--- config.mk ---
export PLATFORM = sky130hd
export DESIGN_NAME = psw_window
export DESIGN_NICKNAME = d
export VERILOG_FILES = /design/src/shared/psw_pkg.sv /design/src/hw/psw_cost.sv /design/src/hw/psw_window.sv
export SDC_FILE = /design/constraint.sdc
export NUM_CORES = 1
export LEC_CHECK = 0
export BUFFER_PORTS_ARGS = -buffer_cell sky130_fd_sc_hd__buf_2
export CAP_MARGIN = 20
export CORE_MARGIN = 4
export CORE_UTILIZATION = 35
export CTS_BUF_LIST = sky130_fd_sc_hd__clkbuf_4 sky130_fd_sc_hd__clkbuf_8 sky130_fd_sc_hd__clkbuf_16
export DETAILED_ROUTE_END_ITERATION = 7
export SLEW_MARGIN = 20
export SYNTH_ARGS = -nofsm -noshare
export SYNTH_HDL_FRONTEND = slang
export SYNTH_SLANG_ARGS = --single-unit
export TNS_END_PERCENT = 100
--- constraint.sdc ---
create_clock -name CLOCK -period 7.65 [get_ports CLOCK]
set_input_delay 1.53 -clock CLOCK [delete_from_list [all_inputs] [get_ports CLOCK]]
set_output_delay 1.53 -clock CLOCK [all_outputs]
set_load 0.02 [all_outputs]
--- src/shared/psw_pkg.sv ---
// Operation
// - Optional top 32 Kbyte data window onto one 32K-word program page
// - Window used only when address top bit and control bit 2 are set
// - Eight-bit page register selects one of 256 program pages
// - Program address is page on top, low 15 address bits below
// - Low 15 data address bits map one-to-one onto program address bits
// - Window read adds zero to two cycles; two program fetches when it adds any
// - Only the low 16 bits of the 24-bit program word return
// - Window access waits while a table read or write is busy
// - Outside repeat: word or double moves add one cycle, others add two
// - Repeat first, last and interrupt edges add two; other iterations none
`default_nettype none
package psw_pkg;
  // ------------------------------------------------------------
  // Widths and bit positions
  // ------------------------------------------------------------
  localparam int unsigned ADDR_W = 16;
  localparam int unsigned PAGE_W = 8;
  localparam int unsigned OFS_W = 15;
  localparam int unsigned PWORD_W = 24;
  localparam int unsigned DATA_W = 16;
  localparam int unsigned CTRL_W = 16;
  localparam int unsigned VIEW_EN_BIT = 2;
  localparam int unsigned VIEW_SEL_BIT = 15;
  localparam int unsigned CNT_W = 3;

  // ------------------------------------------------------------
  // Added cycles and reset values
  // ------------------------------------------------------------
  localparam logic [CNT_W-1:0] EXTRA_NONE = 3'h0;
  localparam logic [CNT_W-1:0] EXTRA_MOVE = 3'h1;
  localparam logic [CNT_W-1:0] EXTRA_OTHER = 3'h2;
  localparam logic [CNT_W-1:0] EXTRA_REP_EDGE = 3'h2;
  localparam logic [CNT_W-1:0] EXTRA_REP_MID = 3'h0;
  localparam logic [CNT_W-1:0] BASE_WAIT = 3'h1;
  localparam logic [DATA_W-1:0] RST_DATA = 16'h0000;
  localparam logic [ADDR_W-1:0] RST_ADDR = 16'h0000;

  // ------------------------------------------------------------
  // Types
  // ------------------------------------------------------------
  typedef enum logic [1:0] {
    PSW_KIND_MOVE,
    PSW_KIND_DOUBLE_MOVE,
    PSW_KIND_OTHER
  } psw_kind_t;

  typedef struct packed {
    logic [ADDR_W-1:0] effective_address;
    psw_kind_t kind;
    logic in_repeat;
    logic rep_first;
    logic rep_last;
    logic rep_irq_edge;
  } psw_req_t;

  typedef enum logic [1:0] {
    PSW_ST_IDLE,
    PSW_ST_TBL_WAIT,
    PSW_ST_RUN
  } psw_state_t;
endpackage
`default_nettype wire

--- src/hw/psw_cost.sv ---
`timescale 1ns/1ps
`default_nettype none
module psw_cost
  import psw_pkg::*;
(
  input wire psw_req_t info,
  input wire logic view,
  output logic [CNT_W-1:0] extra
);
  always_comb begin
    extra = EXTRA_NONE;
    if (!view) begin
      extra = EXTRA_NONE;
    end else if (info.in_repeat) begin
      if (info.rep_first || info.rep_last || info.rep_irq_edge) begin
        extra = EXTRA_REP_EDGE;
      end else begin
        extra = EXTRA_REP_MID;
      end
    end else if (info.kind == PSW_KIND_MOVE || info.kind == PSW_KIND_DOUBLE_MOVE) begin
      extra = EXTRA_MOVE;
    end else begin
      extra = EXTRA_OTHER;
    end
  end
endmodule // psw_cost
`default_nettype wire

--- src/hw/psw_window.sv ---
`timescale 1ns/1ps
`default_nettype none
module psw_window
  import psw_pkg::*;
#(
  parameter int unsigned PAGE_BITS = PAGE_W
) (
  input wire logic CLOCK,
  input wire logic RST_N,
  input wire logic RD_REQ,
  input wire psw_req_t RD_INFO,
  input wire logic [CTRL_W-1:0] CPU_CONTROL_REG,
  input wire logic [PAGE_BITS-1:0] VIEW_PAGE_SELECT,
  input wire logic TABLE_BUSY,
  input wire logic [PWORD_W-1:0] PM_RDATA,
  input wire logic [DATA_W-1:0] DM_RDATA,
  output logic PM_REQ,
  output logic [PAGE_BITS+OFS_W-1:0] PM_ADDR,
  output logic DM_REQ,
  output logic [ADDR_W-1:0] DM_ADDR,
  output logic RD_DONE,
  output logic [DATA_W-1:0] RD_DATA,
  output logic BUSY,
  output logic VIEW_HIT
);
  // ------------------------------------------------------------
  // Elaboration check
  // ------------------------------------------------------------
  if (PAGE_BITS == 0 || PAGE_BITS > PAGE_W) begin : g_bad_page
    $error("page width out of range");
  end

  // ------------------------------------------------------------
  // Reset release
  // ------------------------------------------------------------
  logic rst_meta;
  logic rst_n;
  always_ff @(posedge CLOCK or negedge RST_N) begin
    if (!RST_N) begin
      rst_meta <= 1'b0;
      rst_n <= 1'b0;
    end else begin
      rst_meta <= 1'b1;
      rst_n <= rst_meta;
    end
  end

  // ------------------------------------------------------------
  // Request decode
  // ------------------------------------------------------------
  psw_state_t state, next_state;
  logic [CNT_W-1:0] cnt, next_cnt;
  logic is_view, next_is_view;
  logic two_fetch, next_two_fetch;
  logic req1, next_req1;
  logic resp, next_resp;
  logic [DATA_W-1:0] held, next_held;
  logic [ADDR_W-1:0] lat_addr, next_lat_addr;
  logic [CNT_W-1:0] lat_extra, next_lat_extra;
  logic next_pm_req, next_dm_req, next_rd_done, next_busy, next_view_hit;
  logic [PAGE_BITS+OFS_W-1:0] next_pm_addr;
  logic [ADDR_W-1:0] next_dm_addr;
  logic [DATA_W-1:0] next_rd_data;
  logic [CNT_W-1:0] extra_in;
  logic view_in;
  logic take;
  logic start;
  logic [ADDR_W-1:0] s_addr;
  logic [CNT_W-1:0] s_extra;
  logic s_view;

  assign view_in = RD_INFO.effective_address[VIEW_SEL_BIT] && CPU_CONTROL_REG[VIEW_EN_BIT];
  assign take = RD_REQ && (state == PSW_ST_IDLE);

  psw_cost u_cost (
    .info(RD_INFO),
    .view(view_in),
    .extra(extra_in)
  );

  // ------------------------------------------------------------
  // Sequencer
  // ------------------------------------------------------------
  always_comb begin
    next_state = state;
    next_cnt = cnt;
    next_is_view = is_view;
    next_two_fetch = two_fetch;
    next_lat_addr = lat_addr;
    next_lat_extra = lat_extra;
    next_busy = BUSY;
    next_view_hit = VIEW_HIT;
    next_rd_done = 1'b0;
    next_rd_data = RD_DATA;
    next_pm_addr = PM_ADDR;
    next_dm_addr = DM_ADDR;
    next_req1 = 1'b0;
    next_resp = req1;
    next_held = resp ? (is_view ? PM_RDATA[DATA_W-1:0] : DM_RDATA) : held;
    start = 1'b0;
    s_addr = RD_INFO.effective_address;
    s_extra = extra_in;
    s_view = view_in;
    case (state)
      PSW_ST_IDLE: begin
        if (RD_REQ) begin
          next_lat_addr = RD_INFO.effective_address;
          next_lat_extra = extra_in;
          next_busy = 1'b1;
          if (view_in && TABLE_BUSY) begin
            next_state = PSW_ST_TBL_WAIT;
          end else begin
            start = 1'b1;
          end
        end
      end
      PSW_ST_TBL_WAIT: begin
        s_addr = lat_addr;
        s_extra = lat_extra;
        s_view = 1'b1;
        if (!TABLE_BUSY) begin
          start = 1'b1;
        end
      end
      PSW_ST_RUN: begin
        if (cnt == EXTRA_NONE) begin
          next_state = PSW_ST_IDLE;
          next_busy = 1'b0;
          next_rd_done = 1'b1;
          next_rd_data = next_held;
        end else begin
          next_cnt = CNT_W'(cnt - BASE_WAIT);
        end
      end
      default: begin
        next_state = PSW_ST_IDLE;
      end
    endcase
    if (start) begin
      next_state = PSW_ST_RUN;
      next_cnt = CNT_W'(s_extra + BASE_WAIT);
      next_is_view = s_view;
      next_two_fetch = s_view && (s_extra != EXTRA_NONE);
      next_view_hit = s_view;
      next_req1 = 1'b1;
      // program address formed from page and offset
      if (s_view) begin
        next_pm_addr = {VIEW_PAGE_SELECT, s_addr[OFS_W-1:0]};
      end else begin
        next_dm_addr = s_addr;
      end
    end
    next_dm_req = start && !s_view;
    next_pm_req = (start && s_view) || (req1 && is_view && two_fetch);
  end

  always_ff @(posedge CLOCK or negedge rst_n) begin
    if (!rst_n) begin
      state <= PSW_ST_IDLE;
      cnt <= EXTRA_NONE;
      is_view <= 1'b0;
      two_fetch <= 1'b0;
      req1 <= 1'b0;
      resp <= 1'b0;
      held <= RST_DATA;
      lat_addr <= RST_ADDR;
      lat_extra <= EXTRA_NONE;
      PM_REQ <= 1'b0;
      PM_ADDR <= '0;
      DM_REQ <= 1'b0;
      DM_ADDR <= RST_ADDR;
      RD_DONE <= 1'b0;
      RD_DATA <= RST_DATA;
      BUSY <= 1'b0;
      VIEW_HIT <= 1'b0;
    end else begin
      state <= next_state;
      cnt <= next_cnt;
      is_view <= next_is_view;
      two_fetch <= next_two_fetch;
      req1 <= next_req1;
      resp <= next_resp;
      held <= next_held;
      lat_addr <= next_lat_addr;
      lat_extra <= next_lat_extra;
      PM_REQ <= next_pm_req;
      PM_ADDR <= next_pm_addr;
      DM_REQ <= next_dm_req;
      DM_ADDR <= next_dm_addr;
      RD_DONE <= next_rd_done;
      RD_DATA <= next_rd_data;
      BUSY <= next_busy;
      VIEW_HIT <= next_view_hit;
    end
  end

  logic direct;
  logic [ADDR_W-1:0] req_addr;
  logic [DATA_W-1:0] pm_low;
  logic [PAGE_BITS-1:0] page_in;
  assign direct = take && view_in && !TABLE_BUSY;
  assign req_addr = RD_INFO.effective_address;
  assign pm_low = PM_RDATA[DATA_W-1:0];
  assign page_in = VIEW_PAGE_SELECT;
endmodule // psw_window
`default_nettype wire

==> results by group, run 1 <==
Run status
  – Status: finished clean

Synth
  – Multiplexer area fraction after synthesis: 15.1%
  – Synth top area share: just over 60%
  – EDFF count, synth: 0
  – Post-Synth Simple-Gate Area: 11.9%
  – Largest cells by area after synthesis: dfrtp_1, mux2i_1, nand2_1
  – Ys flop type: dfrtp_1
  – Synthesized Nets: 464
  – Complex-gate fraction of the synthesized area: about 7%
  – Post-Synth XOR/XNOR Area: less than 1%
  – Largest family of logic cells by synthesized area: multiplexers
  – Seq cells post-synth: 103
  – Sequential fraction of the synthesis area: about three fifths
  – Leading area contributor after synthesis: dfrtp_1
  – Synth async-reset ratio: between 90% and 100%
  – Post-Syn Area: 4190 um2
  – Post-Syn Area per Cell: 11.3 um2
  – Syn. warnings: 0
  – Post-Synthesis Cells: between 300 and 400
  – Cell variety after synth: 32
  – Area share of fa/ha/maj cells after synthesis: under 10%

Setup path
  – Crit-path cells: buf_2 -> a31oi_1 -> or3_1 -> buf_4 -> mux2_1
  – Critical path required time: between 7 and 8 ns
  – Worst Path Class, Setup: in -> reg
  – Critical Path AT: roughly 3.1 ns
  – CP max stage delay: about 0.51 ns
  – Worst path slowest cell: or3_1
  – Critical path fanouts, max: 24
  – Critical path endpoint category: flop
  – Crit. Startpoint: RD_INFO[21]
  – FF-to-FF Start: state[1]
  – CP startpoint kind: input port

STA
  – Final WS setup: about 4.7 ns
  – Final Slew Violations: 0
  – RSZ-0062 raised after global routing: no
  – Fin Setup TNS: 0 ns
  – Final period util: roughly two fifths
  – Final Hold Fails: 0
  – Setup Skew: 0.00643 ns
  – Worst Tran Pin Value: 0.952 ns
  – Period minus WS final: a little under 3 ns
  – Max frequency: 343 MHz
  – Max-Slew Margin vs Limit: about 37%
  – Final setup fails: 0

Power and ir drop
  – Clock power share: between 20% and 30%
  – Comb power frac: around 37%
  – Peak supply drop: 0.000171 V
  – Psw: 0.809 mW
  – PD cells: 413 nW/um2
  – Reg power frac: about 42%
  – Leakage: between 2 and 3 nW
  – Power Internal: around 1.4 mW
  – Net Sw Frac: a little under two fifths

Global routing
  – Vias in the first global route: 3,165
  – Initial antenna violation count: 0
  – Total track usage: around 14%
  – GR Overflow Total: 0
  – First-pass GRT wire length: about 16,000 um
  – Largest net degree at the start of global routing: 76

Floorplanning
  – Core area: approximately 12,000 um2
  – Initial Util: a little over a third
  – Die width: approximately 120 um
  – Full die area: 13,800 um2
  – Die span in y: around 120 um
  – Site row count: 39
  – I/O Pins: 150

Placement
  – Port bufs: 125
  – Placed cell count: ~620
  – GPL Wtd Cong: around 0.75
  – DPL Wire Length: between 6000 and 7000 um
  – DP Worst Slack: 4.34 ns
  – Post-DP Area: just under 5000 um2

Route
  – DRC Markers: 0
  – Post-DR vias/cell: 4.67
  – Via count: just under 3,000
  – ANT nets after route: 0
  – WL/cell: roughly 14 um
  – DRT Wirelength: 9100 um
  – First-pass detailed-route iteration total: 5
  – First-iteration detailed-routing DRC count: ~130

Layout
  – Layout cells sized above 1: roughly a third
  – Post-route cell area: between 5000 and 6000 um2
  – Final #Nets: a little under 600
  – Final cell count without fillers: around 640
  – Ant. Diodes: 0
  – Area growth syn-to-layout: 25.1%

Clocking
  – H-tree Lvls: 3
  – Clk Tree Root Cell: clkbuf_16
  – Num CTS Buffers: 9
  – Worst-path clk slew: ~0.070 ns
  – Resized cells post-CTS: 0
  – Clk_lat worst skew: between 0.3 and 0.4 ns
  – Clock buffer depth: 2
  – TritonCTS Sinks: roughly 100
  – Setup bufs post-CTS: 0
  – Post-cts hold buffer count: 0
  – CTS tree: done

Job
  – # Max-Cap Violations: 0

Min path
  – Hold crit path type: reg -> async
per-stage QoR:
step	util (%)	hold slack (ns)	power, mW
floorplan	-	0.331	1.46
global placement	42.6	0.240	1.70
detailed placement	42.6	0.248	1.73
CTS	45.2	0.254	2.19
global route	45.3	0.282	2.32
finish	45.3	0.239	2.16
kinds of logic after synthesis:
logic type,after synthesis
and+or+nand+nor,121
AOI/OAI and AO/OA,54
DFF,103
other,1
xor gates and xnor gates,1
buffers and inverters,26
muxes,60
adders and majority gates,4
synth_stat cells, types with 2 or more instances:
| cell type | count |
|---|---|
| buf_2 | 7 |
| mux2_2 | 18 |
| ha_1 | 4 |
| nor3_1 | 2 |
| mux2i_1 | 34 |
| nand2_1 | 72 |
| nand3_1 | 2 |
| buf_4 | 2 |
| nor2_1 | 35 |
| inv_1 | 6 |
| mux2_1 | 8 |
| clkbuf_1 | 10 |
| dfrtp_1 | 103 |
| o21ai_0 | 16 |
| nand2b_1 | 4 |
| a21oi_1 | 31 |
flip-flops by register name (all words and copies together), names as in the netlist:
signal     cells
cnt            3
next_resp      1
state          2
is_view        1
DM_REQ         1
BUSY           1
held          16
PM_REQ         1
two_fetch      1
lat_extra      2
rst_n          1
rst_meta       1
PM_ADDR       23
RD_DONE        1
DM_ADDR       16
resp           1
lat_addr      15
RD_DATA       16
placed cells by master (no fill, tap or decap), types with 2 or more instances in the layout:
cell type  count
nand2_1       72
mux2_2        18
a21oi_1       31
buf_4          4
nand2b_1       3
nor2_1        35
inv_1          6
dfrtp_1      102
inv_6          2
nand3_1        2
clkbuf_16      9
nor3_1         2
o21ai_0       16
ha_1           4
buf_2        125
mux2i_1       34
mux2_1         8
cell type report:
cell class              count  area [um2]
fillers                  1094        6330
flip-flops and latches    103        2580
multi-input cells         241        1500
repair buffers            129         656
clock buffers              10         233
well taps                 143         179
clock inverters             6        68.8
inverters                   6        22.5
power by group through the flow:
| stage | clock [mW] | sequential, mW | combinational [mW] |
|---|---|---|---|
| 3_5_place_dp | 0 | 0.919 | 0.807 |
| 4_1_cts | 0.473 | 0.915 | 0.805 |
| 2_1_floorplan | 0 | 1.08 | 0.372 |
| 3_3_place_gp | 0 | 0.914 | 0.781 |
| 5_1_grt | 0.500 | 0.946 | 0.878 |
| 6_report | 0.460 | 0.913 | 0.790 |
worst max-delay path, delay by kind of cell:
| kind | cells | cell delay (ns) |
|---|---|---|
| AOI/OAI and AO/OA | 1 | 0.21 |
| buffers and inverters | 2 | 0.51 |
| muxes | 1 | 0.35 |
| and+or+nand+nor | 1 | 0.51 |
worst paths after layout:
kind,endpoint,slack (ns),depth (start not counted)
worst max-delay path,PM_ADDR[21],4.74,5
worst min-delay path,PM_ADDR[0],0.24,0
worst max register to register,cnt[1],5.48,5
worst min register to register,PM_ADDR[0],0.24,0
max in group asynchronous,cnt[0],6.14,1
min in group CLOCK,rst_n,0.37,0
routing by layer:
metal | vias up | track usage [%] | wire (um)
met4 | 0 | 4.84 | 81
li1 | 1477 | - | -
met5 | - | 0 | 0
met2 | 98 | 20.8 | 3920
met1 | 1402 | 18.5 | 4420
met3 | 5 | 4.23 | 679
Note: power is estimated with default switching activity, not from simulation.
==> inputs of run 2 (changes only) <==
--- a/config.mk
+++ b/config.mk
@@ -5,6 +5,7 @@
 export SDC_FILE = /design/constraint.sdc
 export NUM_CORES = 1
 export LEC_CHECK = 0
+export ABC_AREA = 1
 export BUFFER_PORTS_ARGS = -buffer_cell sky130_fd_sc_hd__buf_2
 export CAP_MARGIN = 20
 export CORE_MARGIN = 4
==> constraint.sdc (replaced) <==
create_clock -name CLOCK -period 3 [get_ports CLOCK]
set_input_delay 0.6 -clock CLOCK [delete_from_list [all_inputs] [get_ports CLOCK]]
set_output_delay 0.6 -clock CLOCK [all_outputs]
set_load 0.02 [all_outputs]
==> run 2 against run 1 <==
Power grew to 2.9 times the previous value. Highest routed layer unchanged. Hold slack lost 0.20 ns. Cell area grew 5.3%. Count of clock-buffer cells in the layout grew 1. Critical endpoint is now DM_ADDR[8].
==> results by group, run 2 <==
Run status
  – Status: finished clean

Clocking
  – CTS tree: done
  – H-tree Lvls: 3
  – Setup bufs post-CTS: 0
  – Clk_lat worst skew: 0.34 ns
  – Clock buffer depth: 2
  – Resized cells post-CTS: 0
  – Clk Tree Root Cell: clkbuf_16
  – Num CTS Buffers: 9
  – Worst-path clk slew: roughly 0.060 ns
  – Post-cts hold buffer count: 0
  – TritonCTS Sinks: roughly 100

Floorplanning
  – Full die area: 14,700 um2
  – Die width: between 100 and 150 um
  – I/O Pins: 150
  – Initial Util: 35.6%
  – Die span in y: 121 um
  – Site row count: between 40 and 50
  – Core area: ~13,000 um2

Layout
  – Area growth syn-to-layout: 22.7%
  – Largest Register: PM_ADDR
  – Post-route cell area: 5510 um2
  – Area of the multi-input gates: 1620 um2
  – Final core utilization: between 40% and 50%
  – Commonest non-fill, non-tap cell in the layout: nand2_1
  – Fillcell total: around 1,300
  – Final #Nets: between 700 and 800
  – Layout cells sized above 1: 24.6%
  – Ant. Diodes: 0
  – Most frequent cells in the layout: nand2_1, buf_2, dfrtp_1
  – Max FFs per register: 23
  – Final cell count without fillers: 815
  – Register area: 2610 um2

Synth
  – Seq cells post-synth: ~100
  – Synth top area share: between 50 and 60%
  – EDFF count, synth: 0
  – Count leader, synth: nand2_1
  – Syn. warnings: 0
  – Synthesized Nets: 619
  – Most frequent cells after synthesis: nand2_1, dfrtp_1, nand3_1
  – Sequential fraction of the synthesis area: between 50% and 60%
  – Post-Syn Area: 4490 um2
  – Synth async-reset ratio: 100%
  – Post-Synthesis Cells: 525
  – Leading area contributor after synthesis: dfrtp_1
  – Cell variety after synth: 28
  – Post-Syn Area per Cell: 8.56 um2
  – Largest cells by area after synthesis: dfrtp_1, nand2_1, nand3_1
  – Ys flop type: dfrtp_1

Setup path
  – Critical path endpoint category: flop
  – Worst Path Class, Setup: reg -> reg
  – Critical path fanouts, max: 36
  – CP startpoint kind: flop
  – R2r setup slk: 0.99 ns
  – Critical Path AT: 2.24 ns
  – Critical path required time: between 3 and 4 ns

Min path
  – Hold crit path type: in -> async

Power and ir drop
  – Peak supply drop: approximately 0.00050 V
  – Clock power share: 18.9%
  – Comb power frac: 41.3%
  – PD cells: about 1100 nW/um2
  – Leakage: 3.00 nW
  – Net Sw Frac: between 40 and 50%
  – Power Internal: ~3.5 mW
  – Total power: 6.18 mW
  – Psw: roughly 2.6 mW
  – Reg power frac: between 30% and 40%

STA
  – Final Hold Fails: 0
  – Final setup fails: 0
  – Setup Skew: 0.00679 ns
  – Fin Setup TNS: 0 ns
  – Final period util: 67.0%
  – Max-Slew Margin vs Limit: a little over a third
  – Period minus WS final: 2.01 ns
  – Final Slew Violations: 0
  – Max frequency: roughly 500 MHz
  – Worst Tran Pin Value: slightly below 1 ns
  – RSZ-0062 raised after global routing: no

Route
  – DRC Markers: 0
  – ANT nets after route: 0
  – Post-DR vias/cell: between 4 and 5
  – DRT Wirelength: 11,000 um
  – First-pass detailed-route iteration total: 5
  – Via count: around 3,800
  – First-iteration detailed-routing DRC count: between 200 and 300
  – WL/cell: between 10 and 15 um

Placement
  – Port bufs: roughly 130
  – Placed cell count: 800
  – Post-DP Area: between 5000 and 6000 um2
  – GPL Wtd Cong: around 0.75
  – DPL Wire Length: 7500 um

Global routing
  – Largest net degree at the start of global routing: 58
  – First-pass GRT wire length: roughly 18,000 um
  – Grt met3 use: 3.40%
  – GR Overflow Total: 0
  – Vias in the first global route: approximately 3,700
  – Gr busiest metal: met2
  – Grt met2 use: 24.6%
  – Initial antenna violation count: 0
  – Met1 Use GR: 21.0%
  – Total track usage: roughly 15%

Job
  – # Max-Cap Violations: 0
## run 2: cell types whose count changed after synthesis, sizes merged, moves of 7 or more
| cell | before | now |
|---|---|---|
| o21ai | 16 | 35 |
| mux2i | 34 | 0 |
| a21oi | 32 | 1 |
| nand3 | 2 | 51 |
| nor2 | 35 | 26 |
| inv | 6 | 32 |
| nand2 | 72 | 227 |
| clkbuf | 10 | 3 |
| buf | 10 | 21 |
| a31oi | 1 | 16 |
| mux2 | 26 | 0 |
## run 2: power by group through the flow
| stage | Sequential (mW) | Clock, mW | Combinational, mW |
|---|---|---|---|
| floorplan | 2.88 | 0 | 1.38 |
| global placement | 2.45 | 0 | 2.53 |
| detailed placement | 2.48 | 0 | 2.59 |
| CTS | 2.47 | 1.20 | 2.60 |
| global route | 2.55 | 1.25 | 2.89 |
| finish | 2.46 | 1.17 | 2.55 |
## run 2: worst max-delay path: stages (launching register included)
cell     delay (ns)
dfrtp_1        0.44
inv_2          0.11
nand2_4        0.31
nand2_4        0.30
inv_4          0.30
nand3_4        0.24
nand2_1        0.12
nand2_1        0.05
## run 2: per-stage QoR
stage / worst slack [ns] / hold WS, ns
global placement: 0.993 / 0.341
global route: 0.706 / 0.0189
floorplan: 1.26 / 0.304
finish: 0.991 / 0.0350
detailed placement: 0.896 / 0.340
CTS: 0.905 / 0.0216
## run 2: layout make-up
cell class / count / area share (%)
Timing Repair Buffer: 127 / 11.8
Multi-Input combinational cell: 364 / 29.4
Clock inverter: 4 / 0.817
Clock buffer: 11 / 4.47
Tap cell: 172 / 3.90
Inverter: 33 / 2.29
Sequential cell: 104 / 47.3
## run 2: per-layer routing
layer / part of all wire, % / up-vias
met5: 0 / -
met2: 46 / 129
li1: - / 1890
met4: 1.3 / 0
met3: 6.9 / 13
met1: 46 / 1777
## run 2: kinds of logic after synthesis
| group | synth area share (%) |
|---|---|
| buffers and inverters | 6.01 |
| XOR/XNOR | 0.195 |
| flip-flops | 57.9 |
| other | 0.0834 |
| AO/OA/AOI/OAI | 6.24 |
| adder cells (fa/ha/maj) | 1.11 |
| AND/OR/NAND/NOR | 28.5 |
## run 2: final timing paths
path / from / to / cells past startpoint
max in group asynchronous: rst_n / RD_DATA[5] / 1
min in group CLOCK: rst_meta / rst_n / 0
min reg2reg: rst_n / held[0] / 0
max reg2reg: state[1] / DM_ADDR[8] / 7
min: RST_N / rst_n / 1
max: state[1] / DM_ADDR[8] / 7
